<file path="config.mk">
export PLATFORM = sky130hd
export DESIGN_NAME = adc_control_registers
export DESIGN_NICKNAME = d
export VERILOG_FILES = /design/src/logic/adc_ctrl_pkg.sv /design/src/logic/conv_clk_if.sv /design/src/logic/conv_clock_gen.sv /design/src/logic/adc_control_registers.sv
export SDC_FILE = /design/constraint.sdc
export NUM_CORES = 1
export LEC_CHECK = 0
export BUFFER_PORTS_ARGS = -buffer_cell sky130_fd_sc_hd__buf_2
export CAP_MARGIN = 10
export CORE_ASPECT_RATIO = 2
export CORE_UTILIZATION = 30
export CTS_CLUSTER_SIZE = 24
export DETAILED_ROUTE_END_ITERATION = 12
export PLACE_DENSITY = 0.52
export RECOVER_POWER = 25
export SKIP_CTS_REPAIR_TIMING = 1
export SLEW_MARGIN = 20
export SYNTH_ARGS = -nofsm -noshare
export SYNTH_HDL_FRONTEND = slang
export SYNTH_SLANG_ARGS = --single-unit
</file>
<file path="constraint.sdc">
create_clock -name ref_clk_i -period 2.5 [get_ports ref_clk_i]
set_input_delay 0.5 -clock ref_clk_i [delete_from_list [all_inputs] [get_ports ref_clk_i]]
set_output_delay 0.5 -clock ref_clk_i [all_outputs]
set_load 0.05 [all_outputs]
</file>
<file path="src/logic/adc_ctrl_pkg.sv">
package adc_ctrl_pkg;

   // register bus
   localparam int DATA_W = 8;
   localparam int ADDR_W = 8;
   localparam logic [7:0] SCR_OFFSET = 8'h38;
   localparam logic [7:0] RESULT_OFFSET = 8'h39;
   localparam logic [7:0] CLKSEL_OFFSET = 8'h3A;

   // status and control fields
   localparam int DONE_BIT = 7;
   localparam int IRQ_EN_BIT = 6;
   localparam int CONT_BIT = 5;
   localparam int CHAN_LSB = 0;
   localparam int CHAN_W = 5;

   // clock select fields
   localparam int DIV_LSB = 5;
   localparam int DIV_W = 3;
   localparam int SRC_BIT = 4;

   // values after reset
   localparam logic DONE_RESET = 1'b0;
   localparam logic IRQ_EN_RESET = 1'b0;
   localparam logic CONT_RESET = 1'b0;
   localparam logic [4:0] CHAN_RESET = 5'h1F;
   localparam logic SRC_RESET = 1'b0;
   localparam logic [2:0] DIV_RESET = 3'h0;
   localparam logic [7:0] RESULT_RESET = 8'h00;

   // channel codes
   localparam logic [4:0] CH_PORTB_LAST = 5'h07;
   localparam logic [4:0] CH_PORTD_LAST = 5'h0E;
   localparam logic [4:0] CH_RESERVED = 5'h1B;
   localparam logic [4:0] CH_HIGH_REF = 5'h1D;
   localparam logic [4:0] CH_LOW_REF = 5'h1E;
   localparam logic [4:0] CH_POWER_OFF = 5'h1F;

   // conversion timing in conversion clock ticks
   localparam int SAMPLE_TICKS_DEFAULT = 8;
   localparam int CONV_TICKS = 16;

   typedef enum logic [1:0] {
      ST_IDLE,
      ST_SAMPLE,
      ST_APPROX
   } conv_state_e;

endpackage

</file>
<file path="src/logic/conv_clk_if.sv">
`timescale 1ns/1ns
interface conv_clk_if;
   logic src_bus;
   logic [2:0] divider;
   logic restart;
   logic tick;

   modport gen (
      input src_bus,
      input divider,
      input restart,
      output tick
   );

   modport ctl (
      output src_bus,
      output divider,
      output restart,
      input tick
   );
endinterface

</file>
<file path="src/logic/conv_clock_gen.sv">
`timescale 1ns/1ns
module conv_clock_gen
   import adc_ctrl_pkg::*;
(
   // clock and reset
   input wire logic ref_clk_i,
   input wire logic rst_n_i,
   // oscillator pin
   input wire logic oscillator_clock_i,
   // control side
   conv_clk_if.gen cc
);

   logic osc_s1_reg;
   logic osc_s2_reg;
   logic osc_s3_reg;
   logic osc_level_reg;
   logic [3:0] count_reg;
   logic [3:0] last;
   logic osc_rise;
   logic base_tick;
   logic tick_reg;

   // oscillator must stay well below half the bus rate
   always_ff @(posedge ref_clk_i) begin
      if (!rst_n_i) begin
         osc_s1_reg <= 1'b0;
         osc_s2_reg <= 1'b0;
         osc_s3_reg <= 1'b0;
      end else begin
         osc_s1_reg <= oscillator_clock_i;
         osc_s2_reg <= osc_s1_reg;
         osc_s3_reg <= osc_s2_reg;
      end
   end

   always_ff @(posedge ref_clk_i) begin
      if (!rst_n_i) begin
         osc_level_reg <= 1'b0;
      end else if (osc_s2_reg == osc_s3_reg) begin
         osc_level_reg <= osc_s3_reg;
      end
   end

   assign osc_rise = (osc_s2_reg == osc_s3_reg) && osc_s3_reg &&
                     !osc_level_reg;
   assign base_tick = cc.src_bus ? 1'b1 : osc_rise;

   always_comb begin
      unique case (cc.divider)
         3'h0: last = 4'h0;
         3'h1: last = 4'h1;
         3'h2: last = 4'h3;
         3'h3: last = 4'h7;
         default: last = 4'hF;
      endcase
   end

   always_ff @(posedge ref_clk_i) begin
      if (!rst_n_i || cc.restart) begin
         count_reg <= 4'h0;
         tick_reg <= 1'b0;
      end else if (base_tick) begin
         count_reg <= (count_reg >= last) ? 4'h0 : count_reg + 4'h1;
         tick_reg <= (count_reg >= last);
      end else begin
         tick_reg <= 1'b0;
      end
   end

   assign cc.tick = tick_reg;

endmodule // conv_clock_gen

</file>
<file path="src/logic/adc_control_registers.sv">
// The strobed register port is this design's own decision.
`timescale 1ns/1ns
module adc_control_registers
   import adc_ctrl_pkg::*;
#(
   parameter int SAMPLE_TICKS = SAMPLE_TICKS_DEFAULT
) (
   // clock and reset
   input wire logic ref_clk_i,
   input wire logic rst_n_i,
   // register port
   input wire logic [ADDR_W-1:0] addr_i,
   input wire logic [DATA_W-1:0] wdata_i,
   input wire logic wr_i,
   input wire logic rd_i,
   output logic [DATA_W-1:0] rdata_o,
   // system
   input wire logic stop_mode_i,
   input wire logic oscillator_clock_i,
   // converter analog macro
   input wire logic comparator_i,
   output logic [CHAN_W-1:0] channel_select_o,
   output logic converter_power_o,
   output logic high_reference_sel_o,
   output logic low_reference_sel_o,
   output logic sample_o,
   output logic [DATA_W-1:0] trial_code_o,
   // interrupt
   output logic irq_o
);

   initial begin
      if (SAMPLE_TICKS < 1 || SAMPLE_TICKS + DATA_W != CONV_TICKS) begin
         $error("sample ticks must fill the conversion length");
      end
   end

   localparam logic [3:0] SAMPLE_LAST = 4'(SAMPLE_TICKS - 1);

   conv_clk_if cc ();

   conv_clock_gen u_clock_gen (
      .ref_clk_i(ref_clk_i),
      .rst_n_i(rst_n_i),
      .oscillator_clock_i(oscillator_clock_i),
      .cc(cc)
   );

   // register state
   logic done_reg;
   logic irq_en_reg;
   logic cont_reg;
   logic [CHAN_W-1:0] chan_reg;
   logic src_reg;
   logic [DIV_W-1:0] div_reg;
   logic [DATA_W-1:0] result_reg;
   logic [DATA_W-1:0] rdata_reg;
   logic pend_reg;
   logic irq_reg;

   // conversion state
   conv_state_e state_reg;
   logic run_reg;
   logic [3:0] cnt_reg;
   logic [2:0] bit_reg;
   logic [DATA_W-1:0] sar_reg;
   logic sample_reg;

   // output side decode
   logic power_reg;
   logic high_ref_reg;
   logic low_ref_reg;

   // decoded accesses
   logic scr_wr;
   logic clk_wr;
   logic res_rd;
   logic chan_off;
   logic start_ok;
   logic complete;
   logic [DATA_W-1:0] onehot;
   logic [DATA_W-1:0] decided;
   logic [CHAN_W-1:0] chan_next;

   assign scr_wr = wr_i && (addr_i == SCR_OFFSET);
   assign clk_wr = wr_i && (addr_i == CLKSEL_OFFSET);
   assign res_rd = rd_i && (addr_i == RESULT_OFFSET);
   assign chan_off = (chan_reg == CH_POWER_OFF);
   assign start_ok = (state_reg == ST_IDLE) && run_reg && !stop_mode_i &&
                     !chan_off && !scr_wr;
   assign complete = (state_reg == ST_APPROX) && cc.tick &&
                     (bit_reg == 3'h0);
   assign onehot = DATA_W'(1) << bit_reg;
   assign decided = comparator_i ? sar_reg : (sar_reg & ~onehot);
   assign chan_next = scr_wr ? wdata_i[CHAN_LSB +: CHAN_W] : chan_reg;

   assign cc.src_bus = src_reg;
   assign cc.divider = div_reg;
   // prescaler restarts so the first tick lands within one period
   assign cc.restart = start_ok;

   // control fields
   always_ff @(posedge ref_clk_i) begin
      if (!rst_n_i) begin
         irq_en_reg <= IRQ_EN_RESET;
         cont_reg <= CONT_RESET;
         chan_reg <= CHAN_RESET;
      end else if (scr_wr) begin
         irq_en_reg <= wdata_i[IRQ_EN_BIT];
         cont_reg <= wdata_i[CONT_BIT];
         chan_reg <= wdata_i[CHAN_LSB +: CHAN_W];
      end
   end

   // source and prescaler; changing mid-conversion spoils the result
   always_ff @(posedge ref_clk_i) begin
      if (!rst_n_i) begin
         src_reg <= SRC_RESET;
         div_reg <= DIV_RESET;
      end else if (clk_wr) begin
         src_reg <= wdata_i[SRC_BIT];
         div_reg <= wdata_i[DIV_LSB +: DIV_W];
      end
   end

   // done flag: completion wins over any clear in the same cycle
   always_ff @(posedge ref_clk_i) begin
      if (!rst_n_i) begin
         done_reg <= DONE_RESET;
      end else if (complete && !irq_en_reg) begin
         done_reg <= 1'b1;
      end else if (scr_wr) begin
         // writable only when the new enable is set
         done_reg <= wdata_i[IRQ_EN_BIT] ? wdata_i[DONE_BIT] : 1'b0;
      end else if (res_rd && !irq_en_reg) begin
         done_reg <= 1'b0;
      end
   end

   // pending interrupt, held until a clearing access
   always_ff @(posedge ref_clk_i) begin
      if (!rst_n_i) begin
         pend_reg <= 1'b0;
      end else if (complete && irq_en_reg) begin
         pend_reg <= 1'b1;
      end else if (scr_wr || res_rd) begin
         pend_reg <= 1'b0;
      end
   end

   always_ff @(posedge ref_clk_i) begin
      if (!rst_n_i) begin
         irq_reg <= 1'b0;
      end else begin
         irq_reg <= pend_reg && irq_en_reg;
      end
   end

   // result register; no write path exists
   always_ff @(posedge ref_clk_i) begin
      if (!rst_n_i) begin
         result_reg <= RESULT_RESET;
      end else if (complete) begin
         // unused codes convert whatever the mux delivers
         result_reg <= decided;
      end
   end

   // read port, data in the following cycle only
   always_ff @(posedge ref_clk_i) begin
      if (!rst_n_i) begin
         rdata_reg <= '0;
      end else if (rd_i) begin
         unique case (addr_i)
            SCR_OFFSET: rdata_reg <= {done_reg, irq_en_reg, cont_reg,
                                      chan_reg};
            RESULT_OFFSET: rdata_reg <= result_reg;
            CLKSEL_OFFSET: rdata_reg <= {div_reg, src_reg, 4'h0};
            default: rdata_reg <= '0;
         endcase
      end else begin
         rdata_reg <= '0;
      end
   end

   // run request survives stop mode so work resumes afterwards
   always_ff @(posedge ref_clk_i) begin
      if (!rst_n_i) begin
         run_reg <= 1'b0;
      end else if (scr_wr) begin
         run_reg <= (wdata_i[CHAN_LSB +: CHAN_W] != CH_POWER_OFF);
      end else if (complete && !cont_reg) begin
         run_reg <= 1'b0;
      end
   end

   // conversion sequencer
   always_ff @(posedge ref_clk_i) begin
      if (!rst_n_i) begin
         state_reg <= ST_IDLE;
         cnt_reg <= 4'h0;
         bit_reg <= 3'h0;
         sar_reg <= '0;
         sample_reg <= 1'b0;
      end else if (scr_wr || stop_mode_i || chan_off) begin
         // a write restarts, stop aborts, power-off halts
         state_reg <= ST_IDLE;
         sample_reg <= 1'b0;
      end else begin
         unique case (state_reg)
            ST_IDLE: begin
               if (start_ok) begin
                  state_reg <= ST_SAMPLE;
                  cnt_reg <= 4'h0;
                  sample_reg <= 1'b1;
               end
            end
            ST_SAMPLE: begin
               if (cc.tick) begin
                  cnt_reg <= cnt_reg + 4'h1;
                  if (cnt_reg == SAMPLE_LAST) begin
                     state_reg <= ST_APPROX;
                     sample_reg <= 1'b0;
                     bit_reg <= 3'(DATA_W - 1);
                     sar_reg <= DATA_W'(1) << (DATA_W - 1);
                  end
               end
            end
            ST_APPROX: begin
               if (cc.tick) begin
                  if (bit_reg == 3'h0) begin
                     sar_reg <= decided;
                     if (cont_reg) begin
                        state_reg <= ST_SAMPLE;
                        cnt_reg <= 4'h0;
                        sample_reg <= 1'b1;
                     end else begin
                        state_reg <= ST_IDLE;
                     end
                  end else begin
                     sar_reg <= decided | (onehot >> 1);
                     bit_reg <= bit_reg - 3'h1;
                  end
               end
            end
         endcase
      end
   end

   // analog side controls
   always_ff @(posedge ref_clk_i) begin
      if (!rst_n_i) begin
         power_reg <= 1'b0;
         high_ref_reg <= 1'b0;
         low_ref_reg <= 1'b0;
      end else begin
         power_reg <= (chan_next != CH_POWER_OFF);
         high_ref_reg <= (chan_next == CH_HIGH_REF);
         low_ref_reg <= (chan_next == CH_LOW_REF);
      end
   end

   assign rdata_o = rdata_reg;
   assign channel_select_o = chan_reg;
   assign converter_power_o = power_reg;
   assign high_reference_sel_o = high_ref_reg;
   assign low_reference_sel_o = low_ref_reg;
   assign sample_o = sample_reg;
   assign trial_code_o = sar_reg;
   assign irq_o = irq_reg;

endmodule // adc_control_registers

</file>
==> metrics.md, run 1 <==
| Metric | Value |
|---|---|
| Tcrit/Tclk final | `between 80 and 90%` |
| Routed WL | `around 7700 µm` |
| Synth Area in Adders | `6.31%` |
| Slew HR | `between 20% and 30%` |
| Area Growth Syn to Fin | `22.0%` |
| Die X | `between 70 and 80 µm` |
| IO Pins | `49` |
| Kind of end point of the critical path | `flop` |
| Clock buffer depth | `2` |
| DRT Pass-1 Iters | `4` |
| Post-synthesis sequential area ratio | `approximately two fifths` |
| RD Place Congestion | `between 0.7 and 0.8` |
| Vias in the first global route | `approximately 2.6k` |
| Crit start category | `flop` |
| Clock transition at path regs | `about 0.06 ns` |
| LEAKAGE | `1.44 nW` |
| Post-Route Setup TNS | `0 ns` |
| PortBufs | `48` |
| Worst-Margin Slew | `1.16 ns` |
| Max-cap violations | `0` |
| DP HPWL | `5930 µm` |
| Final setup violation count | `0` |
| Synth Flop Type | `dfxtp_1` |
| Synth top area share | `a little over 40%` |
| Worst Hold Depth | `2` |
| Iter 0 DRT Violations | `131` |
| Yosys reg bits | `61` |
| Status | `finished, final reports clean` |
| Worst r2r src | `bit_reg[0]` |
| CTS sink cnt | `slightly above 60` |
| RSZ-0062 raised after global routing | `no` |
| Cells after Synth | `348` |
| GRT Util Overall | `about 16%` |
| Hold Fails Final Rpt | `0` |
| Routed Antenna Nets | `0` |
| Core box area | `~0.0097 mm²` |
| Initial Utilization | `30.7%` |
| VDD IR max | `roughly 0.31 mV` |
| Synth area leader | `dfxtp_1` |
| Post-synthesis cell area | `roughly 0.0030 mm²` |
| Simple-Gate Fraction of Synth Area | `around a quarter` |
| WP data arrival | `2.36 ns` |
| ANT cells | `0` |
| Vias per Instance | `about 4.9` |
| Crit Path Class | `reg2reg` |
| Nets | `around 440` |
| Distinct cells, synth | `49` |
| CTS Buf Count | `9` |
| Setup Slack @ Placement | `roughly 0.35 ns` |
| Commonest non-fill, non-tap cell in the layout | `dfxtp_1` |
| CTS tree | `yes` |
| Root buf cell | `clkbuf_16` |
| PD cells | `~600 mW/mm²` |
| DIE HEIGHT | `between 100 and 150 µm` |
| Critical path data required time | `roughly 2.7 ns` |
| Largest net degree at the start of global routing | `31` |
| Fraction of synthesized cell area in xor and xnor cells | `less than 1%` |
| Final setup margin | `around 0.36 ns` |
| Crit-path max FO | `5` |
| Min-Delay Endpoint | `u_clock_gen.osc_s1_reg` |
| Global-route wire length before repair | `12300 µm` |
| Ys Warns | `0` |
| H-tree depth | `3` |
| Met2 usage | `a little over 30%` |
| Commonest cells after routing, fill and taps aside | `dfxtp_1, nand2_1, buf_2` |
| DR vias | `between 2k and 3k` |
| Worst skew pair latency | `0.33 ns` |
| Min cycle time layout | `2.14 ns` |
| GR Util met1 | `14.8%` |
| Die area | `around 0.010 mm²` |
| Syn Nets | `386` |
| Design Power | `2.17 mW` |
| Max Slew Vio Count | `0` |
| DRC violations left | `0` |
| Async S/R FF share, synth | `0%` |
| Share of cells above drive strength 1 | `between 15 and 20%` |
| Top post-synthesis cells by area | `dfxtp_1, mux2i_1, ha_1` |
| Compound-gate portion of the synthesized area | `~15%` |
| Global routing's busiest layer | `met2` |
| Hold Crit Start | `oscillator_clock_i` |
| Initial antenna violation count | `0` |
| Fin Clk Skew | `around 0.008 ns` |
| DR WL/cell | `14.3 µm` |
| Hold Crit Class | `in2reg` |
| Syn Area/Cell | `about 8.5 µm²` |
| # rows | `51` |
| Worst Reg-to-Reg Cells | `7` |
| Main combinational cell family by area after synthesis | `simple AND/OR/NAND/NOR gates` |
| Overflow left after global routing | `0` |
| Multiplexer area fraction after synthesis | `7.74%` |
| R2R Setup Slk | `~0.36 ns` |
| Max Freq | `~470 MHz` |
| EDFF count, synth | `0` |
| Fillers | `around 1.1k` |
| Reg2Reg Capture Point | `cnt_reg[2]` |
| Met3 usage | `under 10%` |
[power by group]
part | leakage [nW] | switching, mW | internal, mW | total, mW
clock | 0.127 | 0.428 | 0.687 | 1.12
sequential | 0.492 | 0.00150 | 0.976 | 0.978
combinational | 0.817 | 0.0425 | 0.0315 | 0.0740
[cell usage after synthesis (all sizes together) (2+ instances only)]
master	n
a211oi	3
a21boi	8
a21oi	10
a31o	2
a31oi	4
and2	7
and3	6
buf	5
clkbuf	13
dfxtp	61
ha	15
inv	16
mux2i	23
nand2	38
nand2b	5
nand3	22
nand3b	2
nand4	2
nor2	27
nor2b	15
nor3	6
nor3b	3
o211a	2
o21a	3
o21ai	24
o2bb2ai	2
o31ai	2
or2	4
xnor2	3
[worst max-delay path by stage]
| stage | from | to |
|---|---|---|
| 3_3_place_gp | bit_reg[0] | bit_reg[2] |
| 2_1_floorplan | channel_select_o[4] | trial_code_o[1] |
| 4_1_cts | bit_reg[0] | cnt_reg[2] |
| 6_report | bit_reg[0] | cnt_reg[2] |
| 5_1_grt | bit_reg[0] | cnt_reg[2] |
| 3_5_place_dp | addr_i[2] | low_reference_sel_o |
[final cells by class]
| cell class | instances | area (µm²) | area share, % |
|---|---|---|---|
| clock buffers | 11 | 243 | 6.69 |
| clock inverters | 4 | 25.0 | 0.689 |
| inverters | 16 | 60.1 | 1.65 |
| multi-input cells | 253 | 1620 | 44.6 |
| flip-flops and latches | 61 | 1220 | 33.6 |
| well taps | 132 | 165 | 4.55 |
| repair buffers | 58 | 295 | 8.14 |
[per-layer routing]
metal / routed length (µm) / up-vias
met1: 2900 / 1223
li1: - / 1316
met2: 4230 / 69
met5: 0 / -
met4: 229 / 0
met3: 316 / 17
[per-stage QoR]
step	util [%]	hold WS (ns)	area [µm²]	instances
after floorplan	-	0.412	2980	348
after global placement	34.9	0.421	3380	520
after detailed placement	34.9	0.427	3380	520
after CTS	37.6	0.372	3650	535
after global routing	37.4	0.376	3630	535
final	37.4	0.383	3630	535
[critical path: stages (launching register included)]
cell	delay, ns
dfxtp_1	0.35
inv_1	0.12
ha_1	0.21
inv_1	0.11
o32ai_1	0.44
nand2_1	0.20
o311a_1	0.38
a31o_2	0.22
[kinds of logic (layout without fill, tap and decap cells)]
logic type	count (synthesis)	count (layout)
adder cells (fa/ha/maj)	15	15
XOR/XNOR	3	3
multiplexers	23	23
buffers and inverters	34	89
AO/OA/AOI/OAI	70	70
flip-flops	61	61
AND/OR/NAND/NOR	142	142
(Power assumes the default switching activity.)
==> run 2, diff against run 1 <==
--- a/config.mk
+++ b/config.mk
@@ -5,16 +5,19 @@
 export SDC_FILE = /design/constraint.sdc
 export NUM_CORES = 1
 export LEC_CHECK = 0
-export BUFFER_PORTS_ARGS = -buffer_cell sky130_fd_sc_hd__buf_2
+export BUFFER_PORTS_ARGS = -buffer_cell sky130_fd_sc_hd__buf_4
 export CAP_MARGIN = 10
+export CELL_PAD_IN_SITES_DETAIL_PLACEMENT = 2
+export CELL_PAD_IN_SITES_GLOBAL_PLACEMENT = 2
 export CORE_ASPECT_RATIO = 2
 export CORE_UTILIZATION = 30
 export CTS_CLUSTER_SIZE = 24
 export DETAILED_ROUTE_END_ITERATION = 12
-export PLACE_DENSITY = 0.52
+export PLACE_DENSITY = 0.76
 export RECOVER_POWER = 25
 export SKIP_CTS_REPAIR_TIMING = 1
 export SLEW_MARGIN = 20
 export SYNTH_ARGS = -nofsm -noshare
 export SYNTH_HDL_FRONTEND = slang
+export SYNTH_HIERARCHICAL = 1
 export SYNTH_SLANG_ARGS = --single-unit
==> metrics.md, run 2 <==
| Metric | Value |
|---|---|
| Status | `finished, final reports clean (unchanged)` |
| Seq pwr share | `40.2% (was 45.1%)` |
| Fillers | `1126 (was 1058)` |
| Async S/R FF share, synth | `0% (unchanged)` |
| DRT Pass-1 Iters | `4 (unchanged)` |
| Seq. cell area | `0.00122 mm² (unchanged)` |
| Syn Area/Cell | `8.47 µm² (was 8.55 µm²)` |
| Crit start category | `flop (unchanged)` |
| Worst-Margin Slew | `1.12 ns (was 1.16 ns)` |
| Final setup margin | `0.228 ns (was 0.356 ns)` |
| Routed WL | `10200 µm (was 7680 µm)` |
| DRC violations left | `0 (unchanged)` |
| Internal | `1.94 mW (was 1.69 mW)` |
| Nets | `448 (was 437)` |
| Distinct cells, synth | `51 (was 49)` |
| Slew HR | `25.1% (was 22.9%)` |
| Vias per Instance | `5.11 (was 4.91)` |
| IO Pins | `49 (unchanged)` |
| # rows | `51 (unchanged)` |
| Largest net degree at the start of global routing | `61 (was 31)` |
| Multi-input gate area | `0.00168 mm² (was 0.00162 mm²)` |
| DP HPWL | `7380 µm (was 5930 µm)` |
| Syn Nets | `397 (was 386)` |
| Switching power | `0.494 mW (was 0.472 mW)` |
| Hold Crit Class | `in2reg (unchanged)` |
| Ys Warns | `6 (was 0)` |
| CTS tree | `yes (unchanged)` |
| Synth Flop Type | `dfxtp_1 (unchanged)` |
| Overflow left after global routing | `0 (unchanged)` |
| Worst Reg-to-Reg Cells | `7 (unchanged)` |
| Commonest cells after routing, fill and taps aside | `dfxtp_1, nand2_1, buf_4 (was dfxtp_1, nand2_1, buf_2)` |
| Commonest cells in the netlist | `dfxtp_1, nand2_1, nor2_1 (unchanged)` |
| Top post-synthesis cells by area | `dfxtp_1, nand2_1, ha_1 (was dfxtp_1, mux2i_1, ha_1)` |
| Commonest non-fill, non-tap cell in the layout | `dfxtp_1 (unchanged)` |
| Clk pwr share | `56.1% (was 51.5%)` |
| Tcrit/Tclk final | `90.9% (was 85.7%)` |
| Min cycle time layout | `2.27 ns (was 2.14 ns)` |
| Final setup violation count | `0 (unchanged)` |
| Die X | `73.2 µm (was 72.4 µm)` |
| CTS Buf Count | `9 (unchanged)` |
| Global-route wire length before repair | `16300 µm (was 12300 µm)` |
| Core box area | `0.00976 mm² (was 0.00970 mm²)` |
| Kind of end point of the critical path | `flop (unchanged)` |
| Post-synthesis sequential area ratio | `40.2% (was 41.0%)` |
| Fin Clk Skew | `0.00463 ns (was 0.00823 ns)` |
| WP data arrival | `2.49 ns (was 2.36 ns)` |
| Max-cap violations | `0 (unchanged)` |
| RSZ-0062 raised after global routing | `no (unchanged)` |
| Cell with the most instances after synthesis | `dfxtp_1 (unchanged)` |
| Yosys reg bits | `61 (unchanged)` |
| GRT Util Overall | `21.0% (was 15.8%)` |
| Post-synthesis cell area | `0.00304 mm² (was 0.00298 mm²)` |
| Die area | `0.0106 mm² (was 0.0103 mm²)` |
| Fin util | `39.3% (was 37.4%)` |
| DIE HEIGHT | `144 µm (was 143 µm)` |
| DR WL/cell | `18.6 µm (was 14.3 µm)` |
| PortBufs | `48 (unchanged)` |
| EDFF count, synth | `0 (unchanged)` |
| Worst skew pair latency | `0.33 ns (about the same)` |
| Switch share | `20.3% (was 21.8%)` |
| Initial Utilization | `31.1% (was 30.7%)` |
| Routed Antenna Nets | `0 (unchanged)` |
| Synth top area share | `40.2% (was 41.0%)` |
| Design Power | `2.43 mW (was 2.17 mW)` |
| VDD IR max | `0.341 mV (was 0.310 mV)` |
| Setup Slack @ Placement | `0.153 ns (was 0.349 ns)` |
| Clock buffer depth | `2 (unchanged)` |
| Clock transition at path regs | `0.05 ns (was 0.06 ns)` |
| Post-Route Setup TNS | `0 ns (unchanged)` |
| PD cells | `634 mW/mm² (was 597 mW/mm²)` |
| Area Growth Syn to Fin | `26.2% (was 22.0%)` |
| Worst Hold Depth | `2 (unchanged)` |
| Cells after Synth | `359 (was 348)` |
| Max Freq | `440 MHz (was 466 MHz)` |
| CTS sink cnt | `61 (unchanged)` |
| DR vias | `2797 (was 2625)` |
| Crit-path max FO | `6 (was 5)` |
| H-tree depth | `3 (unchanged)` |
| Max Slew Vio Count | `0 (unchanged)` |
| Synth area leader | `dfxtp_1 (unchanged)` |
| Vias in the first global route | `3124 (was 2615)` |
| Share of cells above drive strength 1 | `16.4% (was 15.6%)` |
| Critical path data required time | `2.72 ns (about the same)` |
| Combinational power share | `3.7% (was 3.4%)` |
| RD Place Congestion | `0.810 (was 0.786)` |
| LEAKAGE | `1.55 nW (was 1.44 nW)` |
| ANT cells | `0 (unchanged)` |
| Initial antenna violation count | `0 (unchanged)` |
| Iter 0 DRT Violations | `64 (was 131)` |
| Root buf cell | `clkbuf_16 (unchanged)` |
| Crit Path Class | `reg2reg (unchanged)` |
| Hold Fails Final Rpt | `0 (unchanged)` |
==> run 2: cell types whose count changed after synthesis, moves of 5 or more <==
cell,delta
nand2_1,+19
o21ai_0,-5
mux2i_1,-6
o211ai_1,+7
nand3_1,-10
nor2b_1,-6
nand4_1,+5
==> run 2: worst paths after layout <==
kind                          startpoint                endpoint  slack (ns)
setup reg to reg              bit_reg[0]              bit_reg[2]        0.23
hold reg to reg   u_clock_gen/osc_s1_reg  u_clock_gen/osc_s2_reg        0.44
hold / removal        oscillator_clock_i  u_clock_gen/osc_s1_reg        0.38
setup / recovery              bit_reg[0]              bit_reg[2]        0.23
==> run 2: cells by family after synthesis <==
kind of cell	share of synthesized area [%]
buffers and inverters	4.65
AND/OR/NAND/NOR	25.6
flip-flops	40.2
adder cells (fa/ha/maj)	6.17
AO/OA/AOI/OAI	17.8
multiplexers	5.60
==> run 2: power groups by stage <==
stage / clock (mW) / sequential, mW / combinational, mW
final: 1.37 / 0.977 / 0.0903
after global routing: 1.45 / 0.977 / 0.0979
after CTS: 1.40 / 0.977 / 0.0923
after detailed placement: 0 / 0.998 / 0.0900
after global placement: 0 / 0.998 / 0.0882
after floorplan: 0 / 0.999 / 0.0416
==> run 2: per-stage QoR <==
stage / hold WS [ns] / instance area [µm²] / cells
finish: 0.384 / 3840 / 547
global route: 0.397 / 3840 / 547
CTS: 0.373 / 3900 / 547
detailed placement: 0.430 / 3570 / 531
global placement: 0.422 / 3570 / 531
floorplan: 0.412 / 3040 / 359
==> run 2: critical path, cell delays in order (launching register included) <==
cell and delay (ns):
dfxtp_1 0.41, inv_1 0.11, ha_1 0.28, nor2b_1 0.19, a221o_1 0.29, nor3_1 0.52, nand4_1 0.16, and3b_1 0.20
==> run 2: layout make-up <==
class | count | share of cell area [%]
clock buffer | 12 | 6.68
clock inverter | 4 | 1.83
inverter | 16 | 1.57
multi-input combinational | 263 | 43.9
sequential | 61 | 31.8
tap | 132 | 4.30
timing repair buffer | 59 | 9.91
==> run 2: routing by layer <==
metal | share of wire (%) | GRT usage (%) | wire length, µm
met5 | 0 | 0 | 0
met2 | 60 | 41.5 | 6090
met4 | 3.2 | 11.2 | 328
met1 | 35 | 19.6 | 3550
met3 | 1.8 | 3.21 | 182
==> run 3, diff against run 2 <==
==> constraint.sdc (replaced) <==
create_clock -name ref_clk_i -period 2.7 [get_ports ref_clk_i]
set_input_delay 0.54 -clock ref_clk_i [delete_from_list [all_inputs] [get_ports ref_clk_i]]
set_output_delay 0.54 -clock ref_clk_i [all_outputs]
set_load 0.05 [all_outputs]
==> metrics.md, run 3 (synthesis results as in run 2) <==
| Metric | Value |
|---|---|
| Status | `finished, final reports clean (unchanged)` |
| LEAKAGE | `1.51 nW (was 1.55 nW)` |
| WP data arrival | `2.47 ns (was 2.49 ns)` |
| Fin util | `38.8% (was 39.3%)` |
| DP HPWL | `7450 µm (was 7380 µm)` |
| DRT Pass-1 Iters | `4 (unchanged)` |
| GRT Util Overall | `19.6% (was 21.0%)` |
| Hold Fails Final Rpt | `0 (unchanged)` |
| Post-route insts no fill | `544 (was 547)` |
| Hold Crit Class | `in2reg (unchanged)` |
| Met3 usage | `3.55% (was 3.21%)` |
| Nets | `445 (was 448)` |
| Share of cells above drive strength 1 | `15.5% (was 16.4%)` |
| DIE HEIGHT | `144 µm (unchanged)` |
| Area Growth Syn to Fin | `24.5% (was 26.2%)` |
| Global-route wire length before repair | `15300 µm (was 16300 µm)` |
| Min cycle time layout | `2.24 ns (was 2.27 ns)` |
| Global routing's busiest layer | `met2 (unchanged)` |
| DR WL/cell | `17.8 µm (was 18.6 µm)` |
| CTS tree | `yes (unchanged)` |
| Vias per Instance | `5.13 (was 5.11)` |
| Core box area | `0.00976 mm² (unchanged)` |
| Hold WS | `0.419 ns (was 0.384 ns)` |
| IO Pins | `49 (unchanged)` |
| Largest net degree at the start of global routing | `43 (was 61)` |
| Tcrit/Tclk final | `82.9% (was 90.9%)` |
| ANT cells | `0 (unchanged)` |
| Root buf cell | `clkbuf_16 (unchanged)` |
| Design Power | `2.12 mW (was 2.43 mW)` |
| Routed WL | `9700 µm (was 10200 µm)` |
| Iter 0 DRT Violations | `79 (was 64)` |
| Max Slew Vio Count | `0 (unchanged)` |
| Crit Path Class | `reg2reg (unchanged)` |
| Crit start category | `flop (unchanged)` |
| Slew HR | `58.4% (was 25.1%)` |
| VDD IR max | `0.363 mV (was 0.341 mV)` |
| Crit-path max FO | `7 (was 6)` |
| Kind of end point of the critical path | `flop (unchanged)` |
| Initial Utilization | `31.1% (unchanged)` |
| # rows | `51 (unchanged)` |
| Die area | `0.0106 mm² (unchanged)` |
| Clock transition at path regs | `0.05 ns (about the same)` |
| RD Place Congestion | `0.812 (was 0.810)` |
| Max-cap violations | `0 (unchanged)` |
| Die X | `73.2 µm (unchanged)` |
| Max Freq | `447 MHz (was 440 MHz)` |
| PortBufs | `48 (unchanged)` |
| Met2 usage | `39.0% (was 41.5%)` |
| Worst skew pair latency | `0.33 ns (about the same)` |
| R2R Setup Slk | `0.46 ns (was 0.23 ns)` |
| RSZ-0062 raised after global routing | `no (unchanged)` |
| Worst-Margin Slew | `0.626 ns (was 1.12 ns)` |
| Commonest non-fill, non-tap cell in the layout | `dfxtp_1 (unchanged)` |
| GR Util met1 | `17.6% (was 19.6%)` |
| Fin Clk Skew | `0.00386 ns (was 0.00463 ns)` |
| Commonest cells after routing, fill and taps aside | `dfxtp_1, nand2_1, buf_4 (unchanged)` |
| Initial antenna violation count | `0 (unchanged)` |
| Critical path data required time | `2.94 ns (was 2.72 ns)` |
| Post-Route Setup TNS | `0 ns (unchanged)` |
| Final setup violation count | `0 (unchanged)` |
| CTS Buf Count | `9 (unchanged)` |
| Placed insts | `528 (was 531)` |
| DR vias | `2792 (was 2797)` |
| DRC violations left | `0 (unchanged)` |
| CTS sink cnt | `61 (unchanged)` |
| Clock buffer depth | `2 (unchanged)` |
| Overflow left after global routing | `0 (unchanged)` |
| Routed Antenna Nets | `0 (unchanged)` |
| PD cells | `561 mW/mm² (was 634 mW/mm²)` |
| Vias in the first global route | `3053 (was 3124)` |
| H-tree depth | `3 (unchanged)` |
## run 3: report_power, final
group,internal [mW],switching [mW],total [mW]
Clock,0.736,0.400,1.14
Combinational,0.0366,0.0457,0.0823
Sequential,0.904,0.00152,0.905
Total,1.68,0.448,2.12
## run 3: final cells by class
class                           count  area [µm²]
Clock buffer                       12         246
Fill cell                        1126        5980
Multi-Input combinational cell    263        1680
Tap cell                          132         165
Clock inverter                      4        47.5
Sequential cell                    61        1220
Timing Repair Buffer               56         360
Inverter                           16        60.1
## run 3: layer usage
layer | wire, µm | vias to the layer above
li1 | - | 1344
met5 | 0 | -
met1 | 3390 | 1381
met4 | 401 | 0
met2 | 5690 | 46
met3 | 222 | 21
## run 3: path summary, 6_finish.rpt
| path | cells past startpoint | end | from |
|---|---|---|---|
| worst max-delay path | 6 | u_clock_gen/count_reg[1] | cc.divider[2] |
| worst min-delay path | 2 | u_clock_gen/osc_s1_reg | oscillator_clock_i |
| worst max register to register | 6 | u_clock_gen/count_reg[1] | cc.divider[2] |
| worst min register to register | 1 | u_clock_gen/osc_s2_reg | u_clock_gen/osc_s1_reg |
## run 3: critical path, stage by stage, from the launching register on
cell       delay [ns]
dfxtp_1          0.35
or3_1            0.39
ha_1             0.30
nand2b_4         0.15
a2111oi_4        0.54
o211ai_1         0.18
a21oi_1          0.23
## run 3: through the flow
stage	cell area (µm²)	setup slack, ns
final	3780	0.461
after global routing	3780	0.278
after CTS	3840	0.452
after detailed placement	3550	0.275
after global placement	3550	0.333
after floorplan	3040	0.335
